**src/common/mrd_defs.vh**
```
// Constants for the receive DMA engine: offsets, fields, resets, thresholds.
`ifndef MRD_DEFS_VH
`define MRD_DEFS_VH
// ****************************************
// Register byte offsets
// ****************************************
`define MRD_REG_CONFIG 4'h0
`define MRD_REG_QPTR 4'h4
`define MRD_REG_STATUS 4'h8
`define MRD_REG_LEVEL 4'hC
`define MRD_CONFIG_RESET 32'h00000000
`define MRD_QPTR_RESET 32'h00000000
// ****************************************
// Network configuration fields
// ****************************************
`define MRD_CFG_RXEN 0
`define MRD_CFG_JUMBO 3
`define MRD_CFG_OFS_LO 14
`define MRD_CFG_OFS_HI 15
`define MRD_CFG_NOFCS 17
// ****************************************
// Status register fields
// ****************************************
`define MRD_ST_BNA 0
`define MRD_ST_BUSERR 1
`define MRD_ST_FRAME 2
// ****************************************
// FIFO, buffer and descriptor geometry
// ****************************************
`define MRD_FIFO_BYTES 128
`define MRD_FIFO_WORDS 32
`define MRD_FIFO_AW 5
`define MRD_RX_REQ_WORDS 4
`define MRD_RX_REQ_SPACE 28
`define MRD_TX_REQ_SPACE 4
`define MRD_TX_SHORT_SPACE 27
`define MRD_BUF_WORDS 32
`define MRD_BURST_MAX 4
`define MRD_DESC_COUNT 1024
`define MRD_D0_USED 0
`define MRD_D0_WRAP 1
`define MRD_SW_EOF 15
`define MRD_SW_SOF 14
`define MRD_SW_RSVD 27
`define MRD_FCS_BYTES 14'h0004
// ****************************************
// System bus encodings
// ****************************************
`define MRD_HTRANS_IDLE 2'h0
`define MRD_HTRANS_NONSEQ 2'h2
`define MRD_HTRANS_SEQ 2'h3
`define MRD_HBURST_SINGLE 3'h0
`define MRD_HBURST_INCR 3'h1
`define MRD_HBURST_INCR4 3'h3
`define MRD_HSIZE_WORD 3'h2
`define MRD_HRESP_OKAY 2'h0
// ****************************************
// Arbiter request slots, highest priority first
// ****************************************
`define MRD_OP_RX_DESC_WR 0
`define MRD_OP_RX_DESC_RD 1
`define MRD_OP_TX_DATA_RD 2
`define MRD_OP_RX_DATA_WR 3
`define MRD_OP_TX_DESC_RD 4
`define MRD_OP_TX_DESC_WR 5
`endif

```
**src/rtl/mrd_rx_dma.v**
```verilog
// Receive DMA engine with descriptor manager, receive FIFO and bus master.
`timescale 1ns/1ps
`include "mrd_defs.vh"
module mrd_rx_dma #(
    parameter FIFO_WORDS = `MRD_FIFO_WORDS,
    parameter FIFO_AW = `MRD_FIFO_AW
) (
    input wire i_clk_sys,
    input wire i_rst_n,
    input wire i_ce,
    input wire [3:0] i_avs_address,
    input wire i_avs_read,
    input wire i_avs_write,
    input wire [31:0] i_avs_writedata,
    output reg [31:0] o_avs_readdata,
    output wire o_avs_waitrequest,
    input wire i_rx_word_valid,
    input wire [31:0] i_rx_word,
    input wire i_rx_word_last,
    input wire [13:0] i_rx_frame_len,
    input wire [15:0] i_rx_addr_status,
    output wire o_rx_word_ready,
    output wire [1:0] o_rx_offset,
    input wire [5:0] i_tx_fifo_space,
    input wire i_tx_next_short,
    input wire i_tx_data_busy,
    input wire i_tx_desc_rd_req,
    input wire i_tx_desc_wr_req,
    output wire o_tx_data_req,
    output wire [2:0] o_tx_grant,
    input wire i_hgrant,
    input wire i_hready,
    input wire [1:0] i_hresp,
    input wire [31:0] i_hrdata,
    output wire o_hbusreq,
    output reg [1:0] o_htrans,
    output reg [31:0] o_haddr,
    output reg o_hwrite,
    output reg [2:0] o_hburst,
    output wire [2:0] o_hsize,
    output reg [31:0] o_hwdata
);
    localparam S_IDLE = 2'h0;
    localparam S_DRD = 2'h1;
    localparam S_DAT = 2'h2;
    localparam S_DWR = 2'h3;

    // ****************************************
    // Registers and state
    // ****************************************
    reg [31:0] cfg_reg;
    reg [31:0] qbase_reg;
    reg [9:0] didx_reg;
    reg [2:0] stat_reg;
    reg ack_reg;
    reg [1:0] st_reg;
    reg gap_reg;
    reg [32:0] mem [0:FIFO_WORDS-1];
    reg [FIFO_AW-1:0] wp_reg;
    reg [FIFO_AW-1:0] rp_reg;
    reg [FIFO_AW:0] cnt_reg;
    reg buf_valid_reg;
    reg [29:0] buf_addr_reg;
    reg buf_wrap_reg;
    reg [5:0] used_reg;
    reg sof_reg;
    reg ended_reg;
    reg close_reg;
    reg eof_close_reg;
    reg pend_reg;
    reg [13:0] flen_reg;
    reg [15:0] fstat_reg;
    reg [1:0] fofs_reg;
    reg [2:0] arem_reg;
    reg [2:0] blen_reg;
    reg dp_reg;
    reg dp_last_reg;
    reg dp_write_reg;
    reg beat_reg;
    wire [5:0] grant;
    wire [5:0] req;
    wire [31:0] dptr;
    wire push;
    wire pop;
    wire addr_acc;
    wire beat_done;
    wire op_done;
    wire rx_en;
    wire data_ready;
    reg [2:0] blen;
    reg [31:0] status_word;
    reg [13:0] len_adj;
    integer j;
    wire [1:0] haddr_next_lo;
    wire [31:0] room_wide;
    wire [31:0] cnt_wide;

    function [2:0] min3;
        input [2:0] a;
        input [5:0] b;
        input [5:0] c;
        begin
            min3 = a;
            if ({3'h0, min3} > b) begin
                min3 = b[2:0];
            end
            if ({3'h0, min3} > c) begin
                min3 = c[2:0];
            end
        end
    endfunction

    // ****************************************
    // Register bus slave
    // ****************************************
    assign o_avs_waitrequest = (i_avs_read | i_avs_write) & ~ack_reg;
    assign rx_en = cfg_reg[`MRD_CFG_RXEN];
    assign o_rx_offset = cfg_reg[`MRD_CFG_OFS_HI:`MRD_CFG_OFS_LO];
    assign dptr = qbase_reg + {19'h00000, didx_reg, 3'h0};

    always @(posedge i_clk_sys) begin
        if (!i_rst_n) begin
            ack_reg <= 1'b0;
            o_avs_readdata <= 32'h00000000;
        end else if (i_ce) begin
            ack_reg <= (i_avs_read | i_avs_write) & ~ack_reg;
            if (i_avs_read & ~ack_reg) begin
                case (i_avs_address)
                    `MRD_REG_CONFIG: o_avs_readdata <= cfg_reg;
                    `MRD_REG_QPTR: o_avs_readdata <= dptr;
                    `MRD_REG_STATUS: o_avs_readdata <= {29'h00000000, stat_reg};
                    `MRD_REG_LEVEL: o_avs_readdata <= {24'h000000, st_reg,
                                                       cnt_reg};
                    default: o_avs_readdata <= 32'h00000000;
                endcase
            end
        end
    end

    // ****************************************
    // Receive FIFO
    // ****************************************
    // Hold off a new frame until the previous frame status has been written
    assign o_rx_word_ready = rx_en & (cnt_reg != FIFO_WORDS) & ~pend_reg;
    assign push = i_rx_word_valid & o_rx_word_ready;
    assign addr_acc = (o_htrans != `MRD_HTRANS_IDLE) & i_hready;
    assign pop = addr_acc & (st_reg == S_DAT);

    always @(posedge i_clk_sys) begin
        if (!i_rst_n) begin
            wp_reg <= {FIFO_AW{1'b0}};
            rp_reg <= {FIFO_AW{1'b0}};
            cnt_reg <= {(FIFO_AW+1){1'b0}};
            pend_reg <= 1'b0;
            flen_reg <= 14'h0000;
            fstat_reg <= 16'h0000;
        end else if (i_ce) begin
            if (push) begin
                mem[wp_reg] <= {i_rx_word_last, i_rx_word};
                wp_reg <= wp_reg + 1'b1;
            end
            if (pop) begin
                rp_reg <= rp_reg + 1'b1;
            end
            if (push & ~pop) begin
                cnt_reg <= cnt_reg + 1'b1;
            end else if (pop & ~push) begin
                cnt_reg <= cnt_reg - 1'b1;
            end
            if (push & i_rx_word_last) begin
                pend_reg <= 1'b1;
                flen_reg <= i_rx_frame_len;
                fstat_reg <= i_rx_addr_status;
            end else if (op_done & (st_reg == S_DWR) & eof_close_reg) begin
                pend_reg <= 1'b0;
            end
        end
    end

    // ****************************************
    // Burst sizing and status word
    // ****************************************
    always @* begin
        blen = min3(3'h4 - {1'b0, haddr_next_lo}, room_wide[5:0], cnt_wide[5:0]);
        for (j = `MRD_BURST_MAX - 1; j >= 0; j = j - 1) begin
            if (j < blen && mem[rp_reg + j[FIFO_AW-1:0]][32]) begin
                blen = j[2:0] + 3'h1;
            end
        end
    end

    // Word slot within the sixteen-byte line, so a burst stops at its end
    assign haddr_next_lo = buf_addr_reg[1:0] + used_reg[1:0];
    assign room_wide = `MRD_BUF_WORDS - {26'h0, used_reg};
    assign cnt_wide = {{(31-FIFO_AW){1'b0}}, cnt_reg};

    always @* begin
        len_adj = cfg_reg[`MRD_CFG_NOFCS] ? flen_reg - `MRD_FCS_BYTES : flen_reg;
        status_word = 32'h00000000;
        status_word[`MRD_SW_SOF] = sof_reg;
        if (sof_reg) begin
            status_word[13:12] = fofs_reg;
        end
        if (eof_close_reg) begin
            status_word[31:16] = fstat_reg;
            status_word[`MRD_SW_RSVD] = 1'b0;
            status_word[`MRD_SW_EOF] = 1'b1;
            status_word[11:0] = len_adj[11:0];
            if (cfg_reg[`MRD_CFG_JUMBO]) begin
                status_word[13:12] = len_adj[13:12];
            end
        end
    end

    // ****************************************
    // Arbitration
    // ****************************************
    // Transmit request threshold depends on the size of the next transfer
    assign o_tx_data_req = i_tx_next_short ? (i_tx_fifo_space >= `MRD_TX_SHORT_SPACE) :
                           (i_tx_fifo_space >= `MRD_TX_REQ_SPACE);
    // Four waiting words or a complete frame end start a data burst
    assign data_ready = (cnt_reg >= `MRD_RX_REQ_WORDS) | (pend_reg & (cnt_reg != 0));
    assign req[`MRD_OP_RX_DESC_WR] = (st_reg == S_DWR) |
                                     ((st_reg == S_IDLE) & ~gap_reg & close_reg);
    assign req[`MRD_OP_RX_DESC_RD] = (st_reg == S_DRD) |
        ((st_reg == S_IDLE) & ~gap_reg & ~close_reg & ~buf_valid_reg & (cnt_reg != 0) &
         ~stat_reg[`MRD_ST_BNA]);
    assign req[`MRD_OP_TX_DATA_RD] = o_tx_data_req | i_tx_data_busy;
    assign req[`MRD_OP_RX_DATA_WR] = (st_reg == S_DAT) |
        ((st_reg == S_IDLE) & ~gap_reg & ~close_reg & buf_valid_reg & data_ready);
    assign req[`MRD_OP_TX_DESC_RD] = i_tx_desc_rd_req;
    assign req[`MRD_OP_TX_DESC_WR] = i_tx_desc_wr_req;
    assign o_tx_grant = {grant[`MRD_OP_TX_DESC_WR], grant[`MRD_OP_TX_DESC_RD],
                         grant[`MRD_OP_TX_DATA_RD]};

    mrd_arbiter #(
        .N(6)
    ) u_arb (
        .i_clk_sys(i_clk_sys),
        .i_rst_n(i_rst_n),
        .i_ce(i_ce),
        .i_req(req),
        .o_grant(grant)
    );

    // ****************************************
    // Bus master and descriptor manager
    // ****************************************
    assign o_hsize = `MRD_HSIZE_WORD;
    assign o_hbusreq = (st_reg != S_IDLE);
    assign beat_done = dp_reg & i_hready;
    assign op_done = beat_done & dp_last_reg;

    always @(posedge i_clk_sys) begin
        if (!i_rst_n) begin
            cfg_reg <= `MRD_CONFIG_RESET;
            qbase_reg <= `MRD_QPTR_RESET;
            didx_reg <= 10'h000;
            stat_reg <= 3'h0;
            st_reg <= S_IDLE;
            gap_reg <= 1'b0;
            buf_valid_reg <= 1'b0;
            buf_addr_reg <= 30'h00000000;
            buf_wrap_reg <= 1'b0;
            used_reg <= 6'h00;
            sof_reg <= 1'b1;
            ended_reg <= 1'b0;
            close_reg <= 1'b0;
            eof_close_reg <= 1'b0;
            fofs_reg <= 2'h0;
            arem_reg <= 3'h0;
            blen_reg <= 3'h0;
            dp_reg <= 1'b0;
            dp_last_reg <= 1'b0;
            dp_write_reg <= 1'b0;
            beat_reg <= 1'b0;
            o_htrans <= `MRD_HTRANS_IDLE;
            o_haddr <= 32'h00000000;
            o_hwrite <= 1'b0;
            o_hburst <= `MRD_HBURST_SINGLE;
            o_hwdata <= 32'h00000000;
        end else if (i_ce) begin
            gap_reg <= op_done;
            if (i_avs_write & ack_reg) begin
                case (i_avs_address)
                    `MRD_REG_CONFIG: cfg_reg <= i_avs_writedata;
                    `MRD_REG_QPTR: begin
                        qbase_reg <= {i_avs_writedata[31:2], 2'h0};
                        didx_reg <= 10'h000;
                    end
                    default: ;
                endcase
            end
            // Hardware events win over a same-cycle software clear
            stat_reg <= stat_reg & ~((i_avs_write & ack_reg &
                        (i_avs_address == `MRD_REG_STATUS)) ? i_avs_writedata[2:0] : 3'h0);
            if (beat_done & (i_hresp != `MRD_HRESP_OKAY)) begin
                stat_reg[`MRD_ST_BUSERR] <= 1'b1;
            end
            if (op_done & (st_reg == S_DRD) & i_hrdata[`MRD_D0_USED]) begin
                stat_reg[`MRD_ST_BNA] <= 1'b1;
            end
            if (op_done & (st_reg == S_DWR) & eof_close_reg) begin
                stat_reg[`MRD_ST_FRAME] <= 1'b1;
            end
            // Launch an operation once both grants are held
            if ((st_reg == S_IDLE) & ~gap_reg & i_hgrant & i_hready) begin
                if (grant[`MRD_OP_RX_DESC_WR] & close_reg) begin
                    st_reg <= S_DWR;
                    o_htrans <= `MRD_HTRANS_NONSEQ;
                    o_haddr <= dptr;
                    o_hwrite <= 1'b1;
                    o_hburst <= `MRD_HBURST_INCR;
                    arem_reg <= 3'h2;
                    beat_reg <= 1'b0;
                end else if (grant[`MRD_OP_RX_DESC_RD] & req[`MRD_OP_RX_DESC_RD]) begin
                    st_reg <= S_DRD;
                    o_htrans <= `MRD_HTRANS_NONSEQ;
                    o_haddr <= dptr;
                    o_hwrite <= 1'b0;
                    o_hburst <= `MRD_HBURST_SINGLE;
                    arem_reg <= 3'h1;
                end else if (grant[`MRD_OP_RX_DATA_WR] & req[`MRD_OP_RX_DATA_WR]) begin
                    st_reg <= S_DAT;
                    o_htrans <= `MRD_HTRANS_NONSEQ;
                    o_haddr <= {buf_addr_reg + {24'h000000, used_reg}, 2'h0};
                    o_hwrite <= 1'b1;
                    o_hburst <= (blen == 3'h4) ? `MRD_HBURST_INCR4 :
                                (blen == 3'h1) ? `MRD_HBURST_SINGLE : `MRD_HBURST_INCR;
                    arem_reg <= blen;
                    blen_reg <= blen;
                end
            end
            if (addr_acc) begin
                dp_reg <= 1'b1;
                dp_last_reg <= (arem_reg == 3'h1);
                dp_write_reg <= o_hwrite;
                arem_reg <= arem_reg - 3'h1;
                if (arem_reg == 3'h1) begin
                    o_htrans <= `MRD_HTRANS_IDLE;
                end else begin
                    o_htrans <= `MRD_HTRANS_SEQ;
                    o_haddr <= o_haddr + 32'h00000004;
                end
                if (st_reg == S_DAT) begin
                    o_hwdata <= mem[rp_reg][31:0];
                    if (mem[rp_reg][32]) begin
                        ended_reg <= 1'b1;
                    end
                end else if (st_reg == S_DWR) begin
                    beat_reg <= 1'b1;
                    o_hwdata <= beat_reg ? status_word :
                                {buf_addr_reg, buf_wrap_reg, 1'b1};
                end
            end else if (beat_done) begin
                dp_reg <= 1'b0;
            end
            if (op_done) begin
                st_reg <= S_IDLE;
                case (st_reg)
                    S_DRD: begin
                        // An owned buffer is not taken; BNA stops descriptor reads at this entry until software clears it
                        if (~i_hrdata[`MRD_D0_USED]) begin
                            buf_valid_reg <= 1'b1;
                            buf_addr_reg <= i_hrdata[31:2];
                            buf_wrap_reg <= i_hrdata[`MRD_D0_WRAP];
                            used_reg <= 6'h00;
                            if (sof_reg) begin
                                fofs_reg <= o_rx_offset;
                            end
                        end
                    end
                    S_DAT: begin
                        used_reg <= used_reg + {3'h0, blen_reg};
                        if (ended_reg | ((used_reg + {3'h0, blen_reg}) == `MRD_BUF_WORDS)) begin
                            close_reg <= 1'b1;
                            eof_close_reg <= ended_reg;
                        end
                    end
                    S_DWR: begin
                        close_reg <= 1'b0;
                        buf_valid_reg <= 1'b0;
                        ended_reg <= 1'b0;
                        eof_close_reg <= 1'b0;
                        sof_reg <= eof_close_reg;
                        if (buf_wrap_reg | (didx_reg == `MRD_DESC_COUNT - 1)) begin
                            didx_reg <= 10'h000;
                        end else begin
                            didx_reg <= didx_reg + 10'h001;
                        end
                    end
                    default: ;
                endcase
            end
        end
    end
endmodule // mrd_rx_dma

```
**src/rtl/mrd_arbiter.v**
```verilog
// Fixed-priority bus arbiter for the six DMA operation types.
`timescale 1ns/1ps
module mrd_arbiter #(
    parameter N = 6
) (
    input wire i_clk_sys,
    input wire i_rst_n,
    input wire i_ce,
    input wire [N-1:0] i_req,
    output wire [N-1:0] o_grant
);
    reg [N-1:0] grant_reg;
    reg [N-1:0] grant_next;

    // Lowest index wins
    function [N-1:0] pick;
        input [N-1:0] req;
        integer k;
        begin
            pick = {N{1'b0}};
            for (k = N - 1; k >= 0; k = k - 1) begin
                if (req[k]) begin
                    pick = {N{1'b0}};
                    pick[k] = 1'b1;
                end
            end
        end
    endfunction

    // Owner keeps the bus while it requests; no preemption mid-burst
    always @* begin
        if ((grant_reg & i_req) != {N{1'b0}}) begin
            grant_next = grant_reg;
        end else begin
            grant_next = pick(i_req);
        end
    end

    always @(posedge i_clk_sys) begin
        if (!i_rst_n) begin
            grant_reg <= {N{1'b0}};
        end else if (i_ce) begin
            grant_reg <= grant_next;
        end
    end

    assign o_grant = grant_reg;
endmodule // mrd_arbiter

```
**config.mk**
```make
export PLATFORM = sky130hd
export DESIGN_NAME = mrd_rx_dma
export DESIGN_NICKNAME = d
export VERILOG_FILES = /design/src/rtl/mrd_rx_dma.v /design/src/rtl/mrd_arbiter.v
export VERILOG_INCLUDE_DIRS = /design/src /design/src/common
export SDC_FILE = /design/constraint.sdc
export NUM_CORES = 2
export LEC_CHECK = 0
export BUFFER_PORTS_ARGS = -buffer_cell sky130_fd_sc_hd__buf_2
export CAP_MARGIN = 0
export CORE_MARGIN = 1
export CORE_UTILIZATION = 50
export CTS_CLUSTER_DIAMETER = 200
export DETAILED_ROUTE_END_ITERATION = 8
export PLACE_DENSITY = 0.67
export SLEW_MARGIN = 20
export SYNTH_ARGS = -nofsm -noshare
export SYNTH_HDL_FRONTEND = slang
export SYNTH_SLANG_ARGS = --single-unit
```
**constraint.sdc**
```tcl
create_clock -name i_clk_sys -period 5.6 [get_ports i_clk_sys]
set_input_delay 1.12 -clock i_clk_sys [delete_from_list [all_inputs] [get_ports i_clk_sys]]
set_output_delay 1.12 -clock i_clk_sys [all_outputs]
set_load 0.02 [all_outputs]
```
# After elaboration in Yosys (flattened, before gate mapping)
# Memories as Yosys holds them, arrays and structs flattened. A register that Yosys moved wholly into a read port is not among the register bits.
# Cells that the tools add are included.
# op_classes
muxes,90
n_bitwise,56
n_addsub,17
eq_ne,14
n_lt_le_gt_ge,9
n_reduce_logical,44
# ops
operator,n
2-to-1 mux 32 bit,9
one-hot mux 32 bit (4 select lines),1
2-to-1 mux 6 bit,9
2-to-1 mux 10 bit,5
2-to-1 mux 3 bit,15
bitwise AND 1 bit,33
adder 32 x 13 -> 32 bit,1
adder 32 x 3 -> 32 bit (second input constant),1
adder 30 x 6 -> 30 bit,1
2-to-1 mux 1 bit,29
2-to-1 mux 14 bit,2
2-to-1 mux 2 bit,13
nonzero test 2 bit,11
AND reduction 3 bit,7
AND reduction 2 bit,9
2-to-1 mux 17 bit,1
AND reduction 4 bit,4
subtractor 14 x 3 -> 14 bit (second input constant),1
>= comparator 6 x 3 -> 1 bit (second input constant),2
> comparator 3 x 6 -> 1 bit,2
inverter 1 bit,12
one-hot mux 6 bit (2 select lines),1
nonzero test 6 bit,2
adder 10 x 1 -> 10 bit (second input constant),1
36 further kinds,58
# word_totals
mem_count,1
wordCells,265
output_inout_bits,114
input_bits,151
mem_bits_rw,1056
regBits,287
# memory_table
name,depth,word_bits,rd,rd_clocked_by_memory_dff,write_ports,line_no,source
mem,32,33,4,1,1,mrd_rx_dma.v:58,reg [32:0] mem [0:FIFO_WORDS-1];

# Longest topological paths before layout
# logic_depth
word_depth,24
ltp_mapped,19
depth_no_buf,19

# Hierarchy
# From an unflattened synthesis, not the netlist that was laid out.
# hier_totals
hier_cells,3648
hier_area_um2,56496.7
# modules_own_cells
mod,instances,cells_per_inst,area_each_um2,seq_area_each_um2
mrd_rx_dma,1,3615,56190.1,37395.9
mrd_arbiter,1,33,306.5,120.1

# Worst setup path after synthesis
# Ideal clock, no wire load.
# synth_timing
kind,flip-flop to flip-flop
startpoint,register used_reg[0]
endpoint,register o_hburst[0]
n_path_buf,0
synth_period_minus_slack_ns,4.429
slack_ns,1.171
setup_ns,0.119
t_required_ns,5.481
path_stages_with_launch,20
arrival_time_ns,4.311
cell_sequence,dfxtp_1 -> ha_1 -> inv_1 -> fa_1 -> ha_1 -> ha_1 -> nand2b_1 -> a21oi_1 -> nand4_1 -> mux2_2 -> ha_1 -> nor2b_1 -> o21a_1 -> o21ai_0 -> nand3_1 -> nand2_1 -> a21o_1 -> a41oi_2 -> and2_1 -> o221a_1
# synth_between
elab_chain_cells,24
elab_cells_between_ends,26
classes_between,3 x add/sub; 6 x order compare; 2 x eq/ne; 11 x mux; 4 x reduce/logical
# synth_lines
item,line_no,source
start: declaration,mrd_rx_dma.v:65,reg [5:0] used_reg;
start signal: assignment,mrd_rx_dma.v:374,"used_reg <= used_reg + {3'h0, blen_reg};"
adder 2 bit,mrd_rx_dma.v:193,assign haddr_next_lo = buf_addr_reg[1:0] + used_reg[1:0];
subtractor 3 x 2 -> 3 bit,mrd_rx_dma.v:184,"blen = min3(3'h4 - {1'b0, haddr_next_lo}, room_wide[5:0], cnt_wide[5:0]);"
> comparator 3 x 6 -> 1 bit,mrd_rx_dma.v:104,"if ({3'h0, min3} > b) begin"
2-to-1 mux 3 bit *,mrd_rx_dma.v:104,
> comparator 3 x 6 -> 1 bit,mrd_rx_dma.v:107,"if ({3'h0, min3} > c) begin"
2-to-1 mux 3 bit *,mrd_rx_dma.v:107,
less-than comparator 2 x 3 -> 1 bit,mrd_rx_dma.v:186,if (j < blen && mem[rp_reg + j[FIFO_AW-1:0]][32]) begin
logical AND 1 bit,mrd_rx_dma.v:186,
[... 8 more ...],--,
logical AND 1 bit,mrd_rx_dma.v:186,
2-to-1 mux 3 bit *,mrd_rx_dma.v:186,
== test 3 x 1 -> 1 bit,mrd_rx_dma.v:329,(blen == 3'h1) ? `MRD_HBURST_SINGLE : `MRD_HBURST_INCR;
2-to-1 mux 1 bit (no source line),--,
2-to-1 mux 2 bit (no source line) *,--,
2-to-1 mux 3 bit *,mrd_rx_dma.v:323,end else if (grant[`MRD_OP_RX_DATA_WR] & req[`MRD_OP_RX_DATA_WR]) begin
2-to-1 mux 3 bit *,mrd_rx_dma.v:316,end else if (grant[`MRD_OP_RX_DESC_RD] & req[`MRD_OP_RX_DESC_RD]) begin
2-to-1 mux 3 bit *,mrd_rx_dma.v:308,if (grant[`MRD_OP_RX_DESC_WR] & close_reg) begin
end signal: assignment,mrd_rx_dma.v:313,o_hburst <= `MRD_HBURST_INCR;
end signal: assignment,mrd_rx_dma.v:321,o_hburst <= `MRD_HBURST_SINGLE;
end signal: assignment,mrd_rx_dma.v:328,o_hburst <= (blen == 3'h4) ? `MRD_HBURST_INCR4 :
end: declaration,mrd_rx_dma.v:39,"output reg [2:0] o_hburst,"
# Every way passes the cells marked *; elsewhere a longest branch is shown, timed or not. The select of a mux whose other input is x is not followed.
# A chain may end at the register's enable or synchronous reset.

# Final worst setup path
# layout_timing
startpoint,register used_reg[0]
endpoint,register arem_reg[2]
# layout_between
elab_chain_cells,23
elab_cells_between_ends,24
classes_between,3 x add/sub; 6 x order compare; 11 x mux; 4 x reduce/logical
# layout_lines
item,line_no,source
adder 2 bit,mrd_rx_dma.v:193,
subtractor 3 x 2 -> 3 bit,mrd_rx_dma.v:184,
> comparator 3 x 6 -> 1 bit,mrd_rx_dma.v:104,
2-to-1 mux 3 bit *,mrd_rx_dma.v:104,
> comparator 3 x 6 -> 1 bit,mrd_rx_dma.v:107,
2-to-1 mux 3 bit *,mrd_rx_dma.v:107,
less-than comparator 2 x 3 -> 1 bit,mrd_rx_dma.v:186,
logical AND 1 bit,mrd_rx_dma.v:186,
[... 7 more ...],--,
less-than comparator 1 x 3 -> 1 bit,mrd_rx_dma.v:186,
logical AND 1 bit,mrd_rx_dma.v:186,
2-to-1 mux 3 bit *,mrd_rx_dma.v:186,
2-to-1 mux 3 bit *,mrd_rx_dma.v:323,
2-to-1 mux 3 bit *,mrd_rx_dma.v:316,
2-to-1 mux 3 bit *,mrd_rx_dma.v:308,
2-to-1 mux 3 bit *,mrd_rx_dma.v:307,if ((st_reg == S_IDLE) & ~gap_reg & i_hgrant & i_hready) begin
2-to-1 mux 3 bit *,mrd_rx_dma.v:334,if (addr_acc) begin
end signal: assignment,mrd_rx_dma.v:330,arem_reg <= blen;
end signal: assignment,mrd_rx_dma.v:338,arem_reg <= arem_reg - 3'h1;
end: declaration,mrd_rx_dma.v:74,reg [2:0] arem_reg;
# Marks and branches as above.

==> results.toml <==
[logic_synthesis]
synth_cells = 3650
synth_most_common_cell = "edfxtp_1"
yosysTopAreaCellShare_pct = 56.3
syn_area_sq_mm = 0.0563
ys_seq_elements = 1346
synth_edf_count = 1056
synth.distinct_cells = 84
syn_area_per_cell_sq_um = 15.4
synthTopCellsByCount = "edfxtp_1, nand2_1, mux4_2"
ys_async_sr_fraction_pct = 0
yosys.area.top_type = "edfxtp_1"
ys.flop_type = "edfxtp_1"
synth_warnings = 0
synthTopCellsByArea = "edfxtp_1, mux4_2, dfxtp_1, nand2_1, a21oi_1"
yosysSeqAreaShare_pct = 66.7

[pwr]
peakVddDrop_mv = 0.342
total_power_mw = 20.5
leakage_nw = 20.6
p_per_area_mw_per_mm2 = 318

[grt]
grt_max_degree = 152
gr-total-overflow = 0
grt_pass1_wl_um = 225000
grt.total_usage_pct = 27.4
antenna_found_initial = 8
grt_pass1_vias = 33101

[final_layout]
area_growth_pct = 14.5
nets = 4131
drive_gt1_share_pct = 24.6
regMostFlops = "mem"
largest_register_ffs = 1056
fin_util_pct = 58.0
fillers = 8529
design_area_sq_mm = 0.0644
multi_input_area_sq_mm = 0.0179
finalNonFillerCells = 5534
seq_area_sq_mm = 0.0375

[sta]
post-route-min-period_ns = 5.17
maxSlewViolCount = 0
fin_skew_ns = 0.0349
fin_ws_ns = 0.431
finalHoldWorstSlack_ns = 0.454
setup_violations = 0
fin_setup_tns_ns = 0
final.period_utilization_pct = 92.3
worst_pin_slew_ns = 1.15
achievable-frequency_mhz = 193
hold_viol = 0
timing.slew.headroom_pct = 22.3
rsz0062_at_grt = "false"

[worst_setup_path]
critPathRequiredTime_ns = 6.24
cp-end-kind = "flip-flop"
worstSetupPathType = "reg2reg"
start_kind = "flip-flop"
arrival_ns = 5.81
worstPathMaxFanout = 7

[die]
die_area_sq_mm = 0.114
rows = 122
design.core.area_sq_mm = 0.111
initial_core_util_pct = 50.6
ios = 265
die_w_um = 337
die_y_um = 337

[cts]
cts_root_buf = "clkbuf_16"
cts.sinks = 1346
cts_setup_buffers = 0
clk_pin_slew_worst_paths_ns = 0.06
post_cts_resized = 0
htreeDepth = 4
cts-buffers-inserted = 139
cts_tree = "built"
clk_latency_ns = 0.76
hold_buffers = 0
clk_path_buf_depth = 3

[routing]
via_per_inst = 6.18
drc = 0
postRouteAntennaNets = 0
firstDrtPassIters = 6
routed_wl_um = 155000
drt_iter0_markers = 3888
num_vias = 34201
wl_per_cell_um = 28.0

[place]
hpwl_um = 100000
place_ws_ns = 0.550
placedCellCount = 5279
place.port_buffers = 259
placed_area_sq_mm = 0.0598
gp_congestion = 0.925

[outcome]
status = "complete, no violations"

[min_path]
hp-class = "reg2reg"

[flow_run]
cap_violations = 0
## critical path, cell delays in order (launching register included)
cell and delay, ns:
dfxtp_1 0.43, ha_1 0.24, inv_1 0.06, fa_1 0.48
ha_1 0.33, ha_1 0.30, nand2b_1 0.06, a21oi_1 0.31
nand4_1 0.15, mux2_2 0.34, ha_1 0.29, nor2b_1 0.13
o21a_1 0.16, o21ai_0 0.50, nand2b_1 0.21, nand2_1 0.17
nor4_2 0.37, a21oi_1 0.11, or2_1 0.24, a21oi_1 0.18
## cell families (layout without fill, tap and decap cells)
logic type	count (synthesis)	in the layout	synth area share [%]
XOR/XNOR	93	93	1.45
other	2	9	0.0133
multiplexers	418	418	15.3
adder cells (fa/ha/maj)	48	48	1.12
AND/OR/NAND/NOR	870	870	6.82
buffers and inverters	285	674	2.11
flip-flops	1346	1346	66.7
AO/OA/AOI/OAI	588	588	6.49
## layer usage
metal	vias to the layer above	track usage, %	wire, um	part of all wire (%)
met5	-	0	27	0.017
met4	4	9.56	5300	3.4
met3	283	5.94	15300	9.9
met2	1682	43.2	73000	47
met1	17408	37.7	61500	40
li1	14824	-	-	-
## final timing paths
| path | from | to | slack (ns) | cells after the start |
|---|---|---|---|---|
| hold / removal | cfg_reg[26] | cfg_reg[26] | 0.45 | 2 |
| hold reg to reg | cfg_reg[26] | cfg_reg[26] | 0.45 | 2 |
| setup / recovery | used_reg[0] | arem_reg[2] | 0.43 | 19 |
| setup reg to reg | used_reg[0] | arem_reg[2] | 0.43 | 19 |
## area by class of cell
class	instances	share of cell area (%)
clock buffers	177	5.91
flip-flops and latches	1346	58.3
clock inverters	73	1.27
well taps	1488	2.89
inverters	69	0.414
diodes	5	0.0194
repair buffers	355	3.52
multi-input cells	2021	27.7
## cells in the final DEF, fill, tap and decap left out, types with 26 or more instances in the layout
master,instances
a211oi_1,41
a21oi_1,252
a22oi_1,36
buf_2,259
buf_4,76
clkbuf_1,26
clkbuf_16,145
dfxtp_1,285
edfxtp_1,1056
ha_1,44
inv_1,65
mux2i_1,49
mux4_2,353
nand2_1,392
nand3_1,72
nor2_1,193
nor2_4,32
nor3_1,34
o21ai_0,91
xnor2_1,61
xor2_1,32
## power by group
group	internal (mW)	total, mW	switching, mW
registers	10.8	10.8	0.0113
clock network	5.45	9.37	3.92
logic	0.0706	0.327	0.257
(Power assumes the default switching activity.)
